`config.mk`:
```
export PLATFORM = sky130hd
export DESIGN_NAME = ccp_core
export DESIGN_NICKNAME = d
export VERILOG_FILES = /design/src/hw/ccp_pkg.sv /design/src/hw/ccp_alu.sv /design/src/hw/ccp_core.sv
export SDC_FILE = /design/constraint.sdc
export NUM_CORES = 1
export LEC_CHECK = 0
export ABC_AREA = 1
export BUFFER_PORTS_ARGS = -buffer_cell sky130_fd_sc_hd__buf_2
export CAP_MARGIN = 20
export CORE_MARGIN = 2
export CORE_UTILIZATION = 35
export CTS_BUF_LIST = sky130_fd_sc_hd__clkbuf_16
export DETAILED_ROUTE_END_ITERATION = 12
export PLACE_DENSITY = 0.61
export SYNTH_ARGS = -nofsm -noshare
export SYNTH_HDL_FRONTEND = slang
export SYNTH_SLANG_ARGS = --single-unit
export TNS_END_PERCENT = 100
```
`constraint.sdc`:
```
create_clock -name ref_clk -period 14.3 [get_ports ref_clk]
set_input_delay 1.43 -clock ref_clk [delete_from_list [all_inputs] [get_ports ref_clk]]
set_output_delay 1.43 -clock ref_clk [all_outputs]
set_load 0.05 [all_outputs]
```
`src/hw/ccp_pkg.sv`:
```
// ccp_pkg: shared constants, enums and carrier structs of the core
// assumes one clock (the oscillator input) and an active-low master clear
//
// Contract
// (RQ1) Oscillator input splits into four non-overlapping phases making one instruction cycle.
// (RQ2) Program counter advances by one in phase one, opening each fetch cycle.
// (RQ3) Fetched word is latched in phase four and executes from next phase one.
// (RQ4) Latched instruction decodes and executes over phases two, three and four.
// (RQ5) Register-file source operand is read in phase two.
// (RQ6) Register-file result is written in phase four.
// (RQ7) Fetch overlaps execute, so plain instructions finish one per cycle.
// (RQ8) Program counter changes take two cycles; the prefetched word is discarded.
// (RQ9) Each instruction is one 14-bit word on its own program bus.
// (RQ10) At 20 MHz input, 35 plain instructions each take one 200 ns cycle.
// (RQ11) Arithmetic unit is 8 bits wide: add, subtract, shift and logic.
// (RQ12) Arithmetic follows two's complement unless an instruction says otherwise.
// (RQ13) Two-operand ops use accumulator plus file or literal; single-operand ops either.
// (RQ14) Working accumulator is 8 bits, feeds the unit, and has no address.
// (RQ15) Carry, half-carry, zero update per instruction; subtract carries are inverted borrows.
// (RQ16) Special registers, program counter low byte too, are ordinary file locations.
// (RQ17) In resistor-capacitor mode the output pin runs at quarter input rate.
// (RQ18) Master clear held low resets the core.
// (RQ19) Execution starts at 0000h after reset; accepted interrupt goes to 0004h.
// (RQ20) Program counter is 13 bits; addresses wrap into implemented memory.
// (RQ21) Reset release restarts at phase one with no valid prefetched word.

package ccp_pkg;

  // ==========================================================
  // timing
  localparam int unsigned INSTR_CYCLE_NS = 200;
  localparam int unsigned OSC_NOM_MHZ    = 20;
  // oscillator periods in one instruction cycle
  localparam int unsigned PHASE_COUNT    = INSTR_CYCLE_NS * OSC_NOM_MHZ / 1000;

  // ==========================================================
  // vectors and reset values
  localparam logic [12:0] RESET_VEC  = 13'h0000;
  localparam logic [12:0] INT_VEC    = 13'h0004;
  localparam logic [7:0]  W_RST      = 8'h00;
  localparam logic [7:0]  FSR_RST    = 8'h00;
  localparam logic [4:0]  PCLATH_RST = 5'h00;

  // ==========================================================
  // core file locations (low seven address bits, both banks)
  localparam logic [6:0] FA_INDF   = 7'h00;
  localparam logic [6:0] FA_PCL    = 7'h02;
  localparam logic [6:0] FA_STATUS = 7'h03;
  localparam logic [6:0] FA_FSR    = 7'h04;
  localparam logic [6:0] FA_PCLATH = 7'h0a;

  // status field positions; the two power flags read as one here
  localparam int unsigned ST_C   = 0;
  localparam int unsigned ST_DC  = 1;
  localparam int unsigned ST_Z   = 2;
  localparam int unsigned ST_RP0 = 5;
  localparam logic [1:0]  ST_PWR_RD = 2'h3;

  // ==========================================================
  // enums
  typedef enum logic [3:0] {
    PH_ONE = 4'b0001, PH_TWO = 4'b0010, PH_THREE = 4'b0100, PH_FOUR = 4'b1000
  } ccp_phase_e;

  typedef enum logic [3:0] {
    ALU_ADD = 4'h0, ALU_SUB = 4'h1, ALU_AND = 4'h2, ALU_IOR = 4'h3,
    ALU_XOR = 4'h4, ALU_COM = 4'h5, ALU_DEC = 4'h6, ALU_INC = 4'h7,
    ALU_PSB = 4'h8, ALU_PSA = 4'h9, ALU_RLF = 4'ha, ALU_RRF = 4'hb,
    ALU_SWP = 4'hc, ALU_CLR = 4'hd, ALU_BCL = 4'he, ALU_BST = 4'hf
  } ccp_alu_e;

  typedef enum logic [2:0] {
    FL_SEQ = 3'h0, FL_GOTO = 3'h1, FL_CALL = 3'h2, FL_RET = 3'h3,
    FL_RETLW = 3'h4, FL_RETFIE = 3'h5, FL_SKZ = 3'h6, FL_SKB = 3'h7
  } ccp_flow_e;

  // ==========================================================
  // carriers
  typedef struct packed {
    ccp_alu_e  op;
    ccp_flow_e flow;
    logic      lit;      // second operand is the literal
    logic      rd_f;     // reads a file location
    logic      wr_f;     // result to file
    logic      wr_w;     // result to accumulator
    logic      fz;
    logic      fc;
    logic      fdc;
    logic      skip_set; // bit test skips when bit is one
  } ccp_dec_s;

  typedef struct packed {
    logic [12:0] addr;
    logic        rd;
  } ccp_preq_s;

  typedef struct packed {
    logic [7:0] addr;    // {bank, location}
    logic       rd;
    logic       wr;
    logic [7:0] wdata;
  } ccp_dreq_s;

endpackage : ccp_pkg

```
`src/hw/ccp_alu.sv`:
```
// ccp_alu: 8-bit combinational arithmetic unit
// assumes the core holds operands stable through phases three and four
`timescale 1ns/1ps
`default_nettype none

module ccp_alu
  import ccp_pkg::*;
(
  input  wire ccp_alu_e   op,
  input  wire logic [7:0] a,
  input  wire logic [7:0] b,
  input  wire logic [2:0] bsel,
  input  wire logic       c_in,
  output logic [7:0]      y,
  output logic            c_out,
  output logic            dc_out,
  output logic            z_out
);

  // ==========================================================
  // shared adder: subtract is b + ~a + 1, so carry means no borrow
  wire logic       sub  = (op == ALU_SUB);                          // RQ12
  wire logic [7:0] a_op = sub ? ~a : a;
  wire logic [4:0] lo   = {1'b0, b[3:0]} + {1'b0, a_op[3:0]} + {4'h0, sub};
  wire logic [8:0] sum  = {1'b0, b} + {1'b0, a_op} + {8'h00, sub};
  wire logic [7:0] mask = 8'h01 << bsel;
  wire logic       arith = (op == ALU_ADD) || sub;

  // result select
  always_comb begin
    unique case (op)
      ALU_ADD, ALU_SUB: y = sum[7:0];                               // RQ11
      ALU_AND: y = a & b;
      ALU_IOR: y = a | b;
      ALU_XOR: y = a ^ b;
      ALU_COM: y = ~b;
      ALU_DEC: y = b - 8'h01;
      ALU_INC: y = b + 8'h01;
      ALU_PSB: y = b;
      ALU_PSA: y = a;
      ALU_RLF: y = {b[6:0], c_in};
      ALU_RRF: y = {c_in, b[7:1]};
      ALU_SWP: y = {b[3:0], b[7:4]};
      ALU_CLR: y = 8'h00;
      ALU_BCL: y = b & ~mask;
      ALU_BST: y = b | mask;
    endcase
  end

  // flags: shifts carry out through c, adder gives inverted borrows
  assign c_out  = arith ? sum[8] :
                  (op == ALU_RLF) ? b[7] :
                  (op == ALU_RRF) ? b[0] : c_in;                    // RQ15
  assign dc_out = lo[4];                                            // RQ15
  assign z_out  = (y == 8'h00);

endmodule : ccp_alu

`default_nettype wire

```
`src/hw/ccp_core.sv`:
```
// ccp_core: phase generator, two-stage fetch/execute pipeline and
// accumulator-based execute unit of the small 8-bit core
// assumes program memory answers prog_data by the end of phase four and
// the data memory answers dmem_rdata combinationally while dreq.rd is high
`timescale 1ns/1ps
`default_nettype none

module ccp_core
  import ccp_pkg::*;
#(
  parameter int unsigned PMEM_AW     = 11, // implemented program words = 2**PMEM_AW
  parameter int unsigned STACK_DEPTH = 8
)(
  input  wire logic        ref_clk,        // oscillator input
  input  wire logic        nrst,           // master clear, active low
  input  wire logic        clk_en,
  input  wire logic        resistor_capacitor_oscillator_mode,
  input  wire logic [13:0] prog_data,
  input  wire logic [7:0]  dmem_rdata,
  input  wire logic        int_req,        // already masked by the interrupt logic
  output var  ccp_preq_s   preq,
  output var  ccp_dreq_s   dreq,
  output logic             phase_one,
  output logic             phase_two,
  output logic             phase_three,
  output logic             phase_four,
  output logic             oscillator_output_cycle_clock,
  output logic             int_ack,
  output logic             retfie_pulse
);

  localparam int unsigned SP_W = $clog2(STACK_DEPTH);
  localparam logic [12:0] PC_MASK = 13'((1 << PMEM_AW) - 1);

  // ==========================================================
  // elaboration checks
  if (PHASE_COUNT != 4) begin : g_bad_phase                        // RQ10
    $error("instruction cycle must be four oscillator periods");
  end
  if (PMEM_AW < 1 || PMEM_AW > 13) begin : g_bad_aw
    $error("program address width must be 1..13");
  end
  if (STACK_DEPTH < 2 || (STACK_DEPTH & (STACK_DEPTH - 1)) != 0) begin : g_bad_stk
    $error("stack depth must be a power of two, at least 2");
  end

  // ==========================================================
  // decode
  function automatic ccp_dec_s ccp_decode(input logic [13:0] i);
    ccp_dec_s d;
    d = '0;
    d.op = ALU_PSB;
    d.flow = FL_SEQ;
    unique case (i[13:12])
      2'b00: begin
        d.rd_f = 1'b1;
        d.wr_f = i[7];
        d.wr_w = ~i[7];
        unique case (i[11:8])
          4'h0: begin
            d.op = ALU_PSA;
            d.rd_f = 1'b0;
            d.wr_w = 1'b0;
            if (i[7:0] == 8'h08) d.flow = FL_RET;
            if (i[7:0] == 8'h09) d.flow = FL_RETFIE;
          end
          4'h1: begin
            d.op = ALU_CLR;
            d.rd_f = 1'b0;
            d.fz = 1'b1;
          end
          4'h2: {d.op, d.fc, d.fdc, d.fz} = {ALU_SUB, 3'b111};
          4'h3: {d.op, d.fz} = {ALU_DEC, 1'b1};
          4'h4: {d.op, d.fz} = {ALU_IOR, 1'b1};
          4'h5: {d.op, d.fz} = {ALU_AND, 1'b1};
          4'h6: {d.op, d.fz} = {ALU_XOR, 1'b1};
          4'h7: {d.op, d.fc, d.fdc, d.fz} = {ALU_ADD, 3'b111};
          4'h8: {d.op, d.fz} = {ALU_PSB, 1'b1};
          4'h9: {d.op, d.fz} = {ALU_COM, 1'b1};
          4'ha: {d.op, d.fz} = {ALU_INC, 1'b1};
          4'hb: {d.op, d.flow} = {ALU_DEC, FL_SKZ};
          4'hc: {d.op, d.fc} = {ALU_RRF, 1'b1};
          4'hd: {d.op, d.fc} = {ALU_RLF, 1'b1};
          4'he: d.op = ALU_SWP;
          4'hf: {d.op, d.flow} = {ALU_INC, FL_SKZ};
        endcase
      end
      2'b01: begin
        d.rd_f = 1'b1;
        unique case (i[11:10])
          2'b00: {d.op, d.wr_f} = {ALU_BCL, 1'b1};
          2'b01: {d.op, d.wr_f} = {ALU_BST, 1'b1};
          2'b10: {d.flow, d.skip_set} = {FL_SKB, 1'b0};
          2'b11: {d.flow, d.skip_set} = {FL_SKB, 1'b1};
        endcase
      end
      2'b10: d.flow = i[11] ? FL_GOTO : FL_CALL;
      2'b11: begin
        d.lit = 1'b1;
        d.wr_w = 1'b1;
        unique casez (i[11:8])
          4'b00??: d.op = ALU_PSB;
          4'b01??: d.flow = FL_RETLW;
          4'b1000: {d.op, d.fz} = {ALU_IOR, 1'b1};
          4'b1001: {d.op, d.fz} = {ALU_AND, 1'b1};
          4'b1010: {d.op, d.fz} = {ALU_XOR, 1'b1};
          4'b1011: d.op = ALU_PSB;
          4'b110?: {d.op, d.fc, d.fdc, d.fz} = {ALU_SUB, 3'b111};
          4'b111?: {d.op, d.fc, d.fdc, d.fz} = {ALU_ADD, 3'b111};
        endcase
      end
    endcase
    return d;
  endfunction : ccp_decode

  // ==========================================================
  // state
  ccp_phase_e  ph_r, ph_nxt;
  logic [12:0] pc_r;
  logic [13:0] ir_r;              // instruction latch
  logic        ir_vld_r;
  logic [7:0]  w_r;               // working accumulator, not file mapped
  logic [7:0]  opr_r;
  logic [7:0]  fsr_r;
  logic [4:0]  pclath_r;
  logic [1:0]  st_up_r;
  logic        rp0_r;
  logic        c_r;
  logic        dc_r;
  logic        z_r;
  logic [12:0] stk_r [STACK_DEPTH];
  logic [SP_W-1:0] sp_r;
  logic [7:0]  alu_y;
  logic        alu_c;
  logic        alu_dc;
  logic        alu_z;

  // ==========================================================
  // phase generator: a one-hot ring so the four phases never overlap
  always_comb begin
    unique case (ph_r)
      PH_ONE:   ph_nxt = PH_TWO;
      PH_TWO:   ph_nxt = PH_THREE;
      PH_THREE: ph_nxt = PH_FOUR;
      PH_FOUR:  ph_nxt = PH_ONE;
      default:  ph_nxt = PH_ONE;
    endcase
  end

  wire logic t1 = clk_en && (ph_r == PH_ONE);
  wire logic t2 = clk_en && (ph_r == PH_TWO);
  wire logic t3 = clk_en && (ph_r == PH_THREE);
  wire logic t4 = clk_en && (ph_r == PH_FOUR);

  // async clear holds every flop except the stack words while master clear is low
  always_ff @(posedge ref_clk or negedge nrst) begin                // RQ18
    if (!nrst) begin
      ph_r <= PH_ONE;                                               // RQ21
      oscillator_output_cycle_clock <= 1'b0;
    end else if (clk_en) begin
      ph_r <= ph_nxt;                                               // RQ1
      // high in phases one and two: a quarter-rate cycle clock
      oscillator_output_cycle_clock <= resistor_capacitor_oscillator_mode &&
        (ph_nxt == PH_ONE || ph_nxt == PH_TWO);                     // RQ17
    end
  end

  assign phase_one   = ph_r[0];
  assign phase_two   = ph_r[1];
  assign phase_three = ph_r[2];
  assign phase_four  = ph_r[3];

  // ==========================================================
  // operand decode and file address; a flushed slot executes as a no-op
  wire ccp_dec_s   dx    = ir_vld_r ? ccp_decode(ir_r) : ccp_decode(14'h0000);
  wire logic       ind   = (ir_r[6:0] == FA_INDF);
  wire logic [7:0] faddr = ind ? fsr_r : {rp0_r, ir_r[6:0]};         // RQ16
  wire logic [6:0] fl    = faddr[6:0];
  wire logic       f_int = fl inside {FA_INDF, FA_PCL, FA_STATUS, FA_FSR, FA_PCLATH};
  wire logic [7:0] st_v  = {st_up_r, rp0_r, ST_PWR_RD, z_r, dc_r, c_r};
  // core locations answer from here, the rest from the data memory
  wire logic [7:0] int_rd = (fl == FA_PCL)    ? preq.addr[7:0] :
                            (fl == FA_STATUS) ? st_v :
                            (fl == FA_FSR)    ? fsr_r :
                            (fl == FA_PCLATH) ? {3'h0, pclath_r} : 8'h00;

  // ==========================================================
  // arithmetic unit: accumulator against file operand or literal
  wire logic [7:0] alu_b = dx.lit ? ir_r[7:0] : opr_r;              // RQ13

  ccp_alu u_alu (
    .op     (dx.op),
    .a      (w_r),                                                  // RQ14
    .b      (alu_b),
    .bsel   (ir_r[9:7]),
    .c_in   (c_r),
    .y      (alu_y),
    .c_out  (alu_c),
    .dc_out (alu_dc),
    .z_out  (alu_z)
  );

  // ==========================================================
  // flow control at the end of execution
  wire logic jmp_gc  = dx.flow inside {FL_GOTO, FL_CALL};
  wire logic jmp_rt  = dx.flow inside {FL_RET, FL_RETLW, FL_RETFIE};
  wire logic pcl_wr  = dx.wr_f && (fl == FA_PCL);
  wire logic st_wr   = dx.wr_f && (fl == FA_STATUS);
  wire logic bit_v   = opr_r[ir_r[9:7]];
  wire logic skip    = (dx.flow == FL_SKZ && alu_z) ||
                       (dx.flow == FL_SKB && bit_v == dx.skip_set);
  wire logic jump    = jmp_gc || jmp_rt || pcl_wr;
  // interrupts wait for a plain instruction so no return address is lost
  wire logic int_take = int_req && ir_vld_r && !jump && !skip;
  wire logic flush   = jump || skip || int_take;
  wire logic push    = (dx.flow == FL_CALL) || int_take;
  wire logic [SP_W-1:0] sp_top = sp_r - SP_W'(1);
  wire logic [12:0] pc_tgt = jmp_gc   ? {pclath_r[4:3], ir_r[10:0]} :
                             jmp_rt   ? stk_r[sp_top] :
                             int_take ? INT_VEC : {pclath_r, alu_y};

  // program counter and fetch; the program bus is 14 bits wide
  always_ff @(posedge ref_clk or negedge nrst) begin
    if (!nrst) begin
      pc_r     <= RESET_VEC;                                        // RQ19
      preq     <= '0;
      ir_r     <= 14'h0000;
      ir_vld_r <= 1'b0;                                             // RQ21
    end else if (t1) begin
      pc_r      <= pc_r + 13'h1;                                    // RQ2
      preq.addr <= pc_r & PC_MASK;                                  // RQ20
      preq.rd   <= 1'b1;
    end else if (t4) begin
      if (jump || int_take) pc_r <= pc_tgt;                         // RQ8
      ir_r     <= prog_data;                                        // RQ3 RQ9
      ir_vld_r <= !flush;                                           // RQ7 RQ8
      preq.rd  <= 1'b0;
    end
  end

  // return stack: circular, overflow silently overwrites the oldest
  always_ff @(posedge ref_clk or negedge nrst) begin
    if (!nrst) begin
      sp_r <= '0;
    end else if (t4 && push) begin
      sp_r <= sp_r + SP_W'(1);
    end else if (t4 && jmp_rt) begin
      sp_r <= sp_top;
    end
  end

  // stack words carry no reset, only the pointer needs one
  always_ff @(posedge ref_clk) begin
    if (t4 && push) begin
      stk_r[sp_r] <= preq.addr;
    end
  end

  // ==========================================================
  // data memory strobes: read in phase two, write in phase four
  always_ff @(posedge ref_clk or negedge nrst) begin
    if (!nrst) begin
      dreq <= '0;
    end else if (t1) begin
      dreq.addr <= faddr;
      dreq.rd   <= dx.rd_f && !f_int;                               // RQ5
    end else if (t2) begin
      dreq.rd <= 1'b0;
    end else if (t3) begin
      dreq.wr    <= dx.wr_f && !f_int;                              // RQ6
      dreq.wdata <= alu_y;
    end else if (t4) begin
      dreq.wr <= 1'b0;
    end
  end

  // operand capture at the end of phase two
  always_ff @(posedge ref_clk or negedge nrst) begin
    if (!nrst) begin
      opr_r <= 8'h00;
    end else if (t2) begin
      opr_r <= f_int ? int_rd : dmem_rdata;                         // RQ5 RQ4
    end
  end

  // ==========================================================
  // execute write-back in phase four; instruction flags beat a status write
  always_ff @(posedge ref_clk or negedge nrst) begin
    if (!nrst) begin
      w_r      <= W_RST;
      fsr_r    <= FSR_RST;
      pclath_r <= PCLATH_RST;
      st_up_r  <= 2'h0;
      rp0_r    <= 1'b0;
      c_r      <= 1'b0;
      dc_r     <= 1'b0;
      z_r      <= 1'b0;
    end else if (t4) begin
      if (dx.wr_w) w_r <= alu_y;                                    // RQ4
      if (dx.wr_f && fl == FA_FSR) fsr_r <= alu_y;                  // RQ16
      if (dx.wr_f && fl == FA_PCLATH) pclath_r <= alu_y[4:0];
      if (st_wr) {st_up_r, rp0_r} <= alu_y[7:ST_RP0];
      if (dx.fc) c_r <= alu_c;                                      // RQ15
      else if (st_wr) c_r <= alu_y[ST_C];
      if (dx.fdc) dc_r <= alu_dc;                                   // RQ15
      else if (st_wr) dc_r <= alu_y[ST_DC];
      if (dx.fz) z_r <= alu_z;                                      // RQ15
      else if (st_wr) z_r <= alu_y[ST_Z];
    end
  end

  // one-cycle notices to the interrupt logic
  always_ff @(posedge ref_clk or negedge nrst) begin
    if (!nrst) begin
      int_ack      <= 1'b0;
      retfie_pulse <= 1'b0;
    end else if (clk_en) begin
      int_ack      <= t4 && int_take;                               // RQ19
      retfie_pulse <= t4 && dx.flow == FL_RETFIE;
    end
  end
endmodule : ccp_core

`default_nettype wire

```
# Word-level counts from Yosys, hierarchy flattened
# Memory sizes are Yosys's and may differ from the RTL's.
# Cells that the tools add are included.
# word_totals
mem_bits_rw	88
wordCells	240
latch_bits	0
mem_bits_ro	0
output_inout_bits	39
regBits	103
memories	1
# memory_table
name	depth	word_bits	read_ports	rd_clocked_by_memory_dff	write_ports	line_no	text
stk_r	8	11	1	0	1	ccp_core.sv:131	logic [12:0] stk_r [STACK_DEPTH];
# classes
n_addsub	9
bitwise	11
n_mul	0
n_div	0
order_cmp	1
n_reduce_logical	74
n_mux	61
n_eq_ne	59
shift	1
# ops
operator	count
8-bit one-hot mux with 15 select lines	1
13-bit two-way mux	6
4-bit equality test (second input constant)	17
8-bit two-way mux	7
4-bit one-hot mux with 14 select lines	1
4-bit by 3-bit equality test with 1-bit output (second input constant)	9
1-bit two-way mux	27
4-bit by 2-bit equality test with 1-bit output (second input constant)	6
8-bit inverter	3
4-bit one-hot mux with 3 select lines	2
1-bit logical AND	20
4-bit one-hot mux with 5 select lines	1
3-bit equality test (second input constant)	6
2-bit nonzero test	9
2-bit OR reduction	9
8-bit bitwise AND	2
4-bit by 1-bit equality test with 1-bit output (second input constant)	4
8-bit by 4-bit equality test with 1-bit output (second input constant)	2
8-bit OR	2
2-bit AND reduction	8
15-bit two-way mux	1
3-bit two-way mux	5
7-bit by 2-bit equality test with 1-bit output (second input constant)	2
7-bit logical NOT	2
39 further kinds	64

# Logic depth before layout (Yosys ltp)
# Gate-level depths: netlist (run 1).
# logic_depth
ltp_word	22
mapped_depth	37
ltp_nobuf	36

# Modules after synthesis
# Synthesis (run 1) repeated with hierarchy kept, for this count alone.
# unflattened
hier_cells	1441
area_unflattened_um2	11304.6
# modules_own_cells
module	cells_per_inst	area_each_um2	instances
ccp_core	1045	9415.3	1
ccp_alu	396	1889.3	1

# Worst setup path after synthesis (run 1)
# No wires, ideal clock.
# synth_path
path_type	reg-to-reg
from	register ir_r[12]
to	memory stk_r[0][0] in the netlist's numbering, enable pin
path_stages_with_launch	30
slack_ns	9.300
n_path_buf	1
required_time_ns	13.907
period_less_slack_ns	5.000
t_arrival_ns	4.607
cell_sequence	dfrtp_1 inv_1 ha_1 clkbuf_1 inv_1 a21oi_1 nand2_1 nand2_1 nand2_4 nand3_1 nor2_4 nand2_1 xor2_1 fa_1 a21oi_1 o21bai_1 a21oi_1 o21ai_0 xor2_1 or2_2 nand2_1 nand3_1 nor2_2 nand3_2 nand3_2 nand2_1 inv_2 nor2_8 nand2_2 nor3_1
# synth_between
elab_chain_cells	17
# synth_rtl
element	line_no	text
from (decl)	ccp_core.sv:120	logic [13:0] ir_r;
from (signal assigned)	ccp_core.sv:235	ir_r <= prog_data;
2-bit equality test, or another cell as far along	ccp_core.sv:54	unique case (i[13:12])
4-bit one-hot mux with 3 select lines	ccp_core.sv:54	
15-bit two-way mux *	ccp_core.sv:175	wire ccp_dec_s dx = ir_vld_r ? ccp_decode(ir_r) : ccp_decode(14'h0000);
4-bit by 1-bit equality test with 1-bit output	ccp_alu.sv:22, ccp_alu.sv:31	
8-bit two-way mux	ccp_alu.sv:23	wire logic [7:0] a_op = sub ? ~a : a;
8-bit by 8-bit adder with 9-bit output	ccp_alu.sv:25	wire logic [8:0] sum = {1'b0, b} + {1'b0, a_op} + {8'h00, sub};
9-bit by 1-bit adder with 9-bit output	ccp_alu.sv:25	
8-bit one-hot mux with 15 select lines	ccp_alu.sv:31	unique case (op)
8-bit logical NOT	ccp_alu.sv:55	assign z_out = (y == 8'h00);
1-bit logical AND	ccp_core.sv:210	wire logic skip = (dx.flow == FL_SKZ && alu_z) ||
1-bit logical OR	ccp_core.sv:210	
1-bit logical NOT	ccp_core.sv:214	wire logic int_take = int_req && ir_vld_r && !jump && !skip;
1-bit logical AND	ccp_core.sv:214	
1-bit logical OR *	ccp_core.sv:216	wire logic push = (dx.flow == FL_CALL) || int_take;
1-bit logical AND *	ccp_core.sv:254	if (t4 && push) begin
1-bit two-way mux *	ccp_core.sv:254	
1-bit two-way mux (not written as such) *	ccp_core.sv:255	stk_r[sp_r] <= preq.addr;
to (decl)	ccp_core.sv:131	
# Every way passes the cells marked *; elsewhere a longest branch is shown, timed or not.

# Worst setup path in the final report (run 1)
# layout_path
from	register ir_r[12]
to	memory stk_r[5][0] in the netlist's numbering, enable pin
# The elaborated chain is that of the path after synthesis.

==> results by group, run 1 <==
Yosys
  • Synth cell types: 59
  • #FFs+latches synth: about 190
  • Sequential-to-total area share from yosys stat: about 47%
  • Synth area leaders: edfxtp_1 (24%), dfrtp_1 (23%), nand2_1 (13%)
  • Post-synth top cells: nand2_1 (392), o21ai_0 (128), inv_1 (125)
  • Leading area contributor after synthesis: edfxtp_1
  • Number of synthesized flops with an enable pin: around 90
  • Post-Synthesis Cells: 1,377
  • Syn Area/Cell: around 8 um^2
  • Yosys top cell area share: around a quarter
  • Post-synth ARST share: between 50 and 60%
  • Ys flop type: dfrtp_1
  • Yosys warnings: 0
  • Mapped Area: about 11,000 um^2
  • Most common cell in the synthesized netlist: nand2_1

Setup path
  • Crit-path max cell delay: around 0.71 ns
  • Worst-case reg-to-reg path depth: 30
  • CP most frequent cell: nand2_1
  • Crit path capture type: flop
  • Worst-path fanout max: 15
  • Required time of the critical path: ~14 ns
  • Slowest stage cell on the critical path: nor3_2
  • Crit path kind: reg2reg
  • CP startpoint kind: flop
  • Critical path arrival: around 5.8 ns

Timing
  • TNS Setup: 0 ns
  • Final hold violation count: 0
  • Setup Skew: roughly 0.014 ns
  • Worst hold margin: 0.474 ns
  • Setup Viol. Count Final: 0
  • Post-layout min period: 5.72 ns
  • Slew @ Worst Pin: 0.893 ns
  • Period utilisation layout: between 40 and 50%
  • FMAX: 0.175 GHz
  • Slew headroom: 40.1%
  • RSZ-0062 raised after global routing: no
  • Pins over their slew limit: 0

Drt
  • First-pass detailed-route iteration total: 6
  • Antenna-violating nets left: 0
  • Routed vias/inst: ~5.4
  • Drt total wl: 35,400 um
  • Via count: 9,906
  • DRT iter0 DRCs: 1,059
  • Wire per inst: approximately 19 um
  • # DRC: 0

CTS
  • Postcts setup bufs: 0
  • CTS Buf Count: 17
  • CTS tree: built
  • Sink Count: 189
  • Root Driver: clkbuf_16
  • Worst-path clk slew: 0.08 ns
  • CTS Buffer Depth: 2
  • Level count of the clock H-tree: 4
  • Worst-Skew Late Latency: about 0.44 ns
  • Resized Gates After CTS: 0
  • Hold buffer count at cts: 0

Placement
  • Cell area after placement: around 12,000 um^2
  • Routability cong.: a little under 1
  • IO buf count: 63
  • HPWL Detailed: 25,900 um
  • Post-Place Cells: roughly 1.8k

Run
  • Max-Cap Viols: 0

Hold path
  • Min-delay worst type: reg2reg
  • Hold Crit Depth: 2

Layout
  • Area Growth Syn to Fin: 12.2%
  • Share of layout cells above drive strength 1: ~13%
  • Antenna fix cells: 0
  • Layout net count: approximately 1.5k
  • Final instance area: between 10,000 and 15,000 um^2
  • Fin cells: roughly 1.8k
  • Fillers: approximately 3.2k

Global route
  • First-pass GRT wire length: between 50,000 and 60,000 um
  • Largest net degree at the start of global routing: 75
  • Vias in the first global route: around 9.3k
  • Remaining Overflow, GRT: 0
  • Tot GR Track Use: a little over a fifth
  • Antenna violations before repair: 0

Floorplan
  • Full die area: ~33,000 um^2
  • Placement Rows: between 60 and 70
  • Initial core utilization: 35.7%
  • Width of the die: around 180 um
  • Top-Level Pins: 66
  • Die Ht: approximately 180 um
  • Core ar.: approximately 30,000 um^2

Outcome
  • Status: finished, final reports clean
kinds of logic after synthesis:
kind of cell | share of synthesized area (%)
xor+xnor | 1.67
compound gates | 15.4
buf+inv | 7.22
simple gates | 25.9
fa+ha+maj | 2.76
flops | 47.1
other cells | 0.0341
registers in the layout, indices dropped and copies added (netlist names), 8 cells and up:
register	flops
stk_r	88
dreq	18
ir_r	14
preq	12
pc_r	11
fsr_r	8
opr_r	8
w_r	8
layer usage:
| metal | vias to the layer above | global-route usage [%] | share of wire (%) |
|---|---|---|---|
| met2 | 434 | 35.7 | 47 |
| met1 | 4711 | 29.3 | 44 |
| li1 | 4711 | - | - |
| met4 | 0 | 5.95 | 2.3 |
| met3 | 50 | 3.95 | 7.0 |
| met5 | - | 0 | 0 |
cell type report:
class / count / area, um^2 / share of cell area (%)
Clock buffer: 17 / 425 / 3.45
Clock inverter: 15 / 171 / 1.39
Inverter: 148 / 561 / 4.55
Multi-Input combinational cell: 994 / 5050 / 41.0
Sequential cell: 189 / 5170 / 41.9
Tap cell: 396 / 495 / 4.02
Timing Repair Buffer: 78 / 450 / 3.65
critical path, delay by kind of cell (launching register included):
kind / cells / cell delay (ns)
adder cells (fa/ha/maj): 2 / 0.71
flip-flops: 1 / 0.40
AND/OR/NAND/NOR: 20 / 3.19
buffers and inverters: 4 / 0.51
AO/OA/AOI/OAI: 4 / 0.51
cell usage in the layout, fill, tap and decap left out, drive strengths merged, types with 10 or more instances in the layout:
| master | n |
|---|---|
| a21oi | 90 |
| a221oi | 24 |
| buf | 78 |
| clkbuf | 17 |
| clkinv | 10 |
| dfrtp | 100 |
| edfxtp | 88 |
| ha | 21 |
| inv | 153 |
| nand2 | 410 |
| nand3 | 92 |
| nor2 | 111 |
| nor3 | 25 |
| o21ai | 141 |
| xor2 | 18 |
final timing paths:
| check | to | slack (ns) | from |
|---|---|---|---|
| setup / recovery | stk_r[5][0]$_DFFE_PP_ | 8.58 | ir_r[12]$_DFFE_PN0P_ |
| hold / removal | preq[0]$_DFFE_PN0P_ | 0.47 | preq[0]$_DFFE_PN0P_ |
| setup reg to reg | stk_r[5][0]$_DFFE_PP_ | 8.58 | ir_r[12]$_DFFE_PN0P_ |
| hold reg to reg | preq[0]$_DFFE_PN0P_ | 0.47 | preq[0]$_DFFE_PN0P_ |
| max in group asynchronous | pclath_r[2]$_DFFE_PN0P_ | 12.51 | nrst |
| min in group asynchronous | int_ack$_DFFE_PN0P_ | 0.89 | nrst |
through the flow:
step                utilization [%]  worst slack [ns]
global placement               38.0              8.86
detailed placement             38.0              8.57
global route                   40.1              7.99
CTS                            40.0              8.58
floorplan                         -              9.30
finish                         40.1              8.58
Power of run 1 is left out: the tool's default activity adds up to more than one toggle a clock period on the data nets, which glitch-free logic cannot reach.
==> run 2, diff against run 1 <==
--- a/config.mk
+++ b/config.mk
@@ -12,7 +12,7 @@
 export CORE_UTILIZATION = 35
 export CTS_BUF_LIST = sky130_fd_sc_hd__clkbuf_16
 export DETAILED_ROUTE_END_ITERATION = 12
-export PLACE_DENSITY = 0.61
+export PLACE_DENSITY = 0.63
 export SYNTH_ARGS = -nofsm -noshare
 export SYNTH_HDL_FRONTEND = slang
 export SYNTH_SLANG_ARGS = --single-unit
==> constraint.sdc (replaced) <==
create_clock -name ref_clk -period 4.8 [get_ports ref_clk]
set_input_delay 0.48 -clock ref_clk [delete_from_list [all_inputs] [get_ports ref_clk]]
set_output_delay 0.48 -clock ref_clk [all_outputs]
set_load 0.05 [all_outputs]
==> results by group, run 2 (synthesis gave the netlist of run 1 again) <==
Setup path
  • Buffer and inverter count on the worst path: 4 (unchanged)
  • Slowest stage cell on the critical path: fa_1
  • Flop2flop setup slack: 0.29 ns (-8.29 ns)
  • Critical path arrival: 4.66 ns (-1.13 ns)
  • Crit path kind: reg2reg
  • Worst r2r dst: stk_r[6][5]$_DFFE_PP_
  • Crit-path max cell delay: 0.43 ns (-0.28 ns)
  • RR Startpoint: ir_r[13]$_DFFE_PN0P_
  • Worst-case reg-to-reg path depth: 29 (-3.3%)
  • Required time of the critical path: 4.95 ns (-9.41 ns)
  • Worst-path fanout max: 10 (-5)
  • Crit path capture type: flop
  • CP startpoint kind: flop
  • Delay-heaviest family, CP: simple AND/OR/NAND/NOR gates

Drt
  • Wire per inst: 19.2 um (about the same)
  • Routed vias/inst: 5.37 (-0.35%)
  • DRT iter0 DRCs: 1,345 (+27%)
  • Antenna-violating nets left: 0 (unchanged)
  • Drt total wl: 36,500 um (+3.2%)
  • First-pass detailed-route iteration total: 9 (+3)
  • # DRC: 1 (+1)
  • Via count: 10.2k (+2.9%)

Layout
  • Commonest non-fill, non-tap cell in the layout: nand2_1
  • Fin cells: 1,897 (+3.3%)
  • Antenna fix cells: 0 (unchanged)
  • Share of layout cells above drive strength 1: 17.1% (+4.3 points)
  • Layout net count: 1,540 (+4.2%)
  • Biggest register: stk_r
  • Most frequent cells in the layout: nand2_1 (391), o21ai_0 (127), inv_1 (124)
  • Largest regs: stk_r: 88 flops, dreq: 18 flops, ir_r: 14 flops
  • Area Growth Syn to Fin: 18.1%
  • Max FFs per register: 88 (unchanged)

Floorplan
  • Core ar.: 30,700 um^2 (unchanged)
  • Die Ht: 181 um (unchanged)
  • Top-Level Pins: 66 (unchanged)
  • Width of the die: 181 um (unchanged)
  • Placement Rows: 64 (unchanged)
  • Full die area: 32,800 um^2 (unchanged)
  • Initial core utilization: 35.7% (unchanged)

CTS
  • Worst-Skew Late Latency: 0.44 ns (about the same)
  • Worst-path clk slew: 0.07 ns (about the same)
  • CTS tree: built
  • Sink Count: 189 (unchanged)
  • CTS Buffer Depth: 2 (unchanged)
  • CTS Buf Count: 17 (unchanged)
  • Root Driver: clkbuf_16
  • Level count of the clock H-tree: 4 (unchanged)
  • Hold buffer count at cts: 0 (unchanged)

Placement
  • HPWL Detailed: 26,800 um (+3.4%)
  • Post-Place Cells: 1,856 (+2.9%)
  • IO buf count: 63 (unchanged)
  • Routability cong.: 0.995 (+1.7%)

Global route
  • Vias in the first global route: 9,824 (+6.2%)
  • First-pass GRT wire length: 56,200 um (+2.7%)
  • Largest net degree at the start of global routing: 68 (-9.3%)
  • Tot GR Track Use: 22.2% (+0.51 points)
  • Antenna violations before repair: 0 (unchanged)
  • Remaining Overflow, GRT: 0 (unchanged)

Timing
  • Final hold violation count: 0 (unchanged)
  • Period utilisation layout: 94.0% (+54 points)
  • Post-layout min period: 4.51 ns (-1.21 ns)
  • Slew @ Worst Pin: 0.930 ns (+0.0371 ns)
  • FMAX: 0.222 GHz (+27%)
  • Setup Viol. Count Final: 0 (unchanged)
  • Setup Skew: 0.0112 ns (-0.00263 ns)
  • Pins over their slew limit: 0 (unchanged)
  • Slew headroom: 37.9% (-2.2 points)

Run
  • Max-Cap Viols: 0 (unchanged)

Outcome
  • Status: finished with violations
  • Violated checks: DRC

Hold path
  • Min-delay worst type: in2async
[run 2: cell count changes in the layout (fill, tap and decap cells not counted), moves of 3 or more]
cell,change
clkinv_8,-4
nor3_2,-3
nor3_4,+8
buf_12,+8
nor3_1,-5
buf_4,+54
[run 2: routing by layer]
layer / routed length [um] / global-route usage [%]
met5: 0 / 0
met4: 1330 / 8.33
met3: 2510 / 4.01
met2: 17200 / 36.4
met1: 15400 / 29.3
[run 2: per-stage QoR]
step | setup WS, ns | hold WS, ns | cell area [um^2] | setup TNS, ns | util [%]
6_report | 0.288 | 0.174 | 13000 | 0 | 42.2
5_1_grt | -0.0205 | 0.224 | 13000 | -0.832 | 42.2
4_1_cts | -0.148 | 0.192 | 12700 | -3.07 | 41.4
3_5_place_dp | -0.205 | 0.462 | 12100 | -10.67 | 39.4
3_3_place_gp | 0.0537 | 0.456 | 12100 | 0 | 39.4
2_1_floorplan | -0.200 | 0.184 | 11000 | -17.30 | -
[run 2: layout make-up]
| class | instances | area (um^2) |
|---|---|---|
| Clock inverter | 13 | 149 |
| Fill cell | 3075 | 17800 |
| Clock buffer | 17 | 425 |
| Sequential cell | 189 | 5170 |
| Tap cell | 396 | 495 |
| Multi-Input combinational cell | 994 | 5180 |
| Inverter | 148 | 561 |
| Timing Repair Buffer | 140 | 1000 |
[run 2: what timing repair did]
| action | in CTS | in global routing |
|---|---|---|
| setup endpoints to repair | 88 | 102 |
| gates resized for setup | 6 | 16 |
| setup buffers | 0 | 11 |
| pin swaps | 0 | 10 |
| hold endpoints to repair | 0 | 0 |
[run 2: worst max path at each step]
stage	from	end	slack [ns]	depth (start not counted)
6_report	ir_r[13]$_DFFE_PN0P_	stk_r[6][5]$_DFFE_PP_	0.29	29
5_1_grt	ir_r[13]$_DFFE_PN0P_	stk_r[2][7]$_DFFE_PP_	-0.02	29
4_1_cts	ir_r[13]$_DFFE_PN0P_	stk_r[2][4]$_DFFE_PP_	-0.15	28
3_5_place_dp	ir_r[13]$_DFFE_PN0P_	stk_r[5][7]$_DFFE_PP_	-0.20	28
3_3_place_gp	ir_r[12]$_DFFE_PN0P_	stk_r[5][2]$_DFFE_PP_	0.05	26
2_1_floorplan	ir_r[12]$_DFFE_PN0P_	stk_r[0][0]$_DFFE_PP_	-0.20	29
Power of run 2 is left out for the same reason.
==> run 3, diff against run 2 <==
--- a/config.mk
+++ b/config.mk
@@ -6,13 +6,13 @@
 export NUM_CORES = 1
 export LEC_CHECK = 0
 export ABC_AREA = 1
-export BUFFER_PORTS_ARGS = -buffer_cell sky130_fd_sc_hd__buf_2
 export CAP_MARGIN = 20
 export CORE_MARGIN = 2
 export CORE_UTILIZATION = 35
 export CTS_BUF_LIST = sky130_fd_sc_hd__clkbuf_16
 export DETAILED_ROUTE_END_ITERATION = 12
-export PLACE_DENSITY = 0.63
+export DONT_BUFFER_PORTS = 1
+export PLACE_DENSITY = 0.61
 export SYNTH_ARGS = -nofsm -noshare
 export SYNTH_HDL_FRONTEND = slang
 export SYNTH_SLANG_ARGS = --single-unit
==> results by group, run 3 (synthesis gave the netlist of run 1 again) <==
Setup path
  • Critical path arrival: 4.67 ns (about the same)
  • Buffer and inverter count on the worst path: 5 (+1)
  • CP startpoint kind: flop
  • Crit-path max cell delay: 0.41 ns (-0.02 ns)
  • Crit path capture type: flop
  • CP most frequent cell: nand2_1
  • Crit path kind: reg2reg
  • Worst-path fanout max: 10 (unchanged)
  • Delay-heaviest family, CP: simple AND/OR/NAND/NOR gates
  • Slowest stage cell on the critical path: dfrtp_1
  • Required time of the critical path: 5.00 ns (+0.05 ns)

Timing
  • Slew headroom: 30.2% (-7.7 points)
  • Post-layout min period: 4.46 ns (-0.0471 ns)
  • Setup Skew: 0.0144 ns (+0.00319 ns)
  • Slew @ Worst Pin: 1.05 ns (+0.117 ns)
  • Setup Viol. Count Final: 0 (unchanged)
  • Final hold violation count: 0 (unchanged)
  • Pins over their slew limit: 0 (unchanged)
  • Period utilisation layout: 93.0% (-0.98 points)
  • FMAX: 0.224 GHz (+1.1%)

Layout
  • Register area: 5170 um^2 (about the same)
  • Largest regs: stk_r: 88 flops, dreq: 18 flops, ir_r: 14 flops
  • Layout net count: 1,514 (-1.7%)
  • Fillers: 3,115 (+1.3%)
  • Area taken by multi-input logic gates: 5200 um^2 (+0.39%)
  • Fin cells: 1,874 (-1.2%)
  • Max FFs per register: 88 (unchanged)
  • Commonest non-fill, non-tap cell in the layout: nand2_1
  • Area Growth Syn to Fin: 18.8%
  • Share of layout cells above drive strength 1: 16.0% (-1.0 points)
  • Most frequent cells in the layout: nand2_1 (391), o21ai_0 (126), inv_1 (121)
  • Biggest register: stk_r

CTS
  • Worst-Skew Late Latency: 0.44 ns (about the same)
  • Level count of the clock H-tree: 4 (unchanged)
  • CTS tree: built
  • Sink Count: 189 (unchanged)
  • Worst-path clk slew: 0.07 ns (about the same)
  • Root Driver: clkbuf_16
  • CTS Buffer Depth: 2 (unchanged)
  • CTS Buf Count: 17 (unchanged)

Hold path
  • Min-delay worst type: in2reg

Global route
  • Antenna violations before repair: 1 (+1)
  • Tot GR Track Use: 22.6% (+0.37 points)
  • Largest net degree at the start of global routing: 102 (+50%)
  • Vias in the first global route: 9,808 (-0.16%)
  • Remaining Overflow, GRT: 0 (unchanged)
  • First-pass GRT wire length: 57,300 um (+1.8%)

Floorplan
  • Width of the die: 181 um (unchanged)
  • Die Ht: 181 um (unchanged)
  • Full die area: 32,800 um^2 (unchanged)
  • Initial core utilization: 35.7% (unchanged)
  • Core ar.: 30,700 um^2 (unchanged)
  • Placement Rows: 64 (unchanged)
  • Top-Level Pins: 66 (unchanged)

Drt
  • Routed vias/inst: 5.44 (+1.2%)
  • Wire per inst: 19.6 um (+1.8%)
  • First-pass detailed-route iteration total: 5 (-4)
  • # DRC: 0 (-1)
  • Via count: 10.2k (-0.039%)
  • Drt total wl: 36,700 um (+0.56%)
  • DRT iter0 DRCs: 1,019 (-24%)
  • Antenna-violating nets left: 0 (unchanged)

Outcome
  • Status: finished, final reports clean

Placement
  • Routability cong.: 0.969 (-2.6%)
  • IO buf count: 0 (-100%)
  • Post-Place Cells: 1,828 (-1.5%)
  • HPWL Detailed: 26,500 um (-1.3%)

Run
  • Max-Cap Viols: 0 (unchanged)
run 3: per-layer routing:
layer	wire length [um]	global-route usage (%)	share of wire, %
met5	11	0	0.030
met4	1090	7.22	3.0
met3	2410	3.75	6.6
met2	17600	37.8	48
met1	15600	29.8	42
run 3: layout make-up:
class,count,share of cell area [%]
repair buffers,114,7.53
clock inverters,13,1.28
multi-input cells,994,39.8
diodes,1,0.0192
clock buffers,19,3.64
inverters,148,4.29
flip-flops and latches,189,39.6
well taps,396,3.80
run 3: metrics by stage:
stage / worst slack (ns) / instance area, um^2 / utilization [%] / hold slack (ns) / TNS (ns)
6_report: 0.335 / 13100 / 42.4 / 0.104 / 0
3_5_place_dp: -0.261 / 12100 / 39.2 / 0.194 / -17.22
4_1_cts: 0.0515 / 12900 / 42.1 / 0.0901 / 0
3_3_place_gp: -0.134 / 12100 / 39.2 / 0.193 / -6.65
2_1_floorplan: -0.200 / 11000 / - / 0.184 / -17.30
5_1_grt: -0.0155 / 13000 / 42.4 / 0.111 / -0.607
run 3: worst reg2reg max path, delay by kind of cell (launching register included):
family / cells / cell delay (ns)
flops: 1 / 0.41
simple gates: 22 / 2.21
xor+xnor: 1 / 0.17
buf+inv: 5 / 0.69
compound gates: 2 / 0.21
fa+ha+maj: 2 / 0.54
run 3: timing repair:
item	4_1_cts	5_1_grt
endpoints found under the setup margin	91	102
endpoints found under the hold margin	101	0
hold buffers	2	0
pin swaps	4	6
setup buffers	8	3
gates resized for setup	10	20
cloned	0	0
run 3: final timing paths:
kind | slack [ns] | start | to | cells after the start
max in group asynchronous | 3.72 | nrst | preq[10]$_DFFE_PN0P_ | 2
hold / removal | 0.10 | clk_en | ph_r[0]$_DFFE_PN1P_ | 1
setup / recovery | 0.34 | ir_r[13]$_DFFE_PN0P_ | stk_r[1][3]$_DFFE_PP_ | 32
min in group asynchronous | 0.61 | nrst | sp_r[0]$_DFFE_PN0P_ | 2
hold reg to reg | 0.48 | pc_r[5]$_DFFE_PN0P_ | pc_r[5]$_DFFE_PN0P_ | 2
setup reg to reg | 0.34 | ir_r[13]$_DFFE_PN0P_ | stk_r[1][3]$_DFFE_PP_ | 32
Power of run 3 is left out for the same reason.
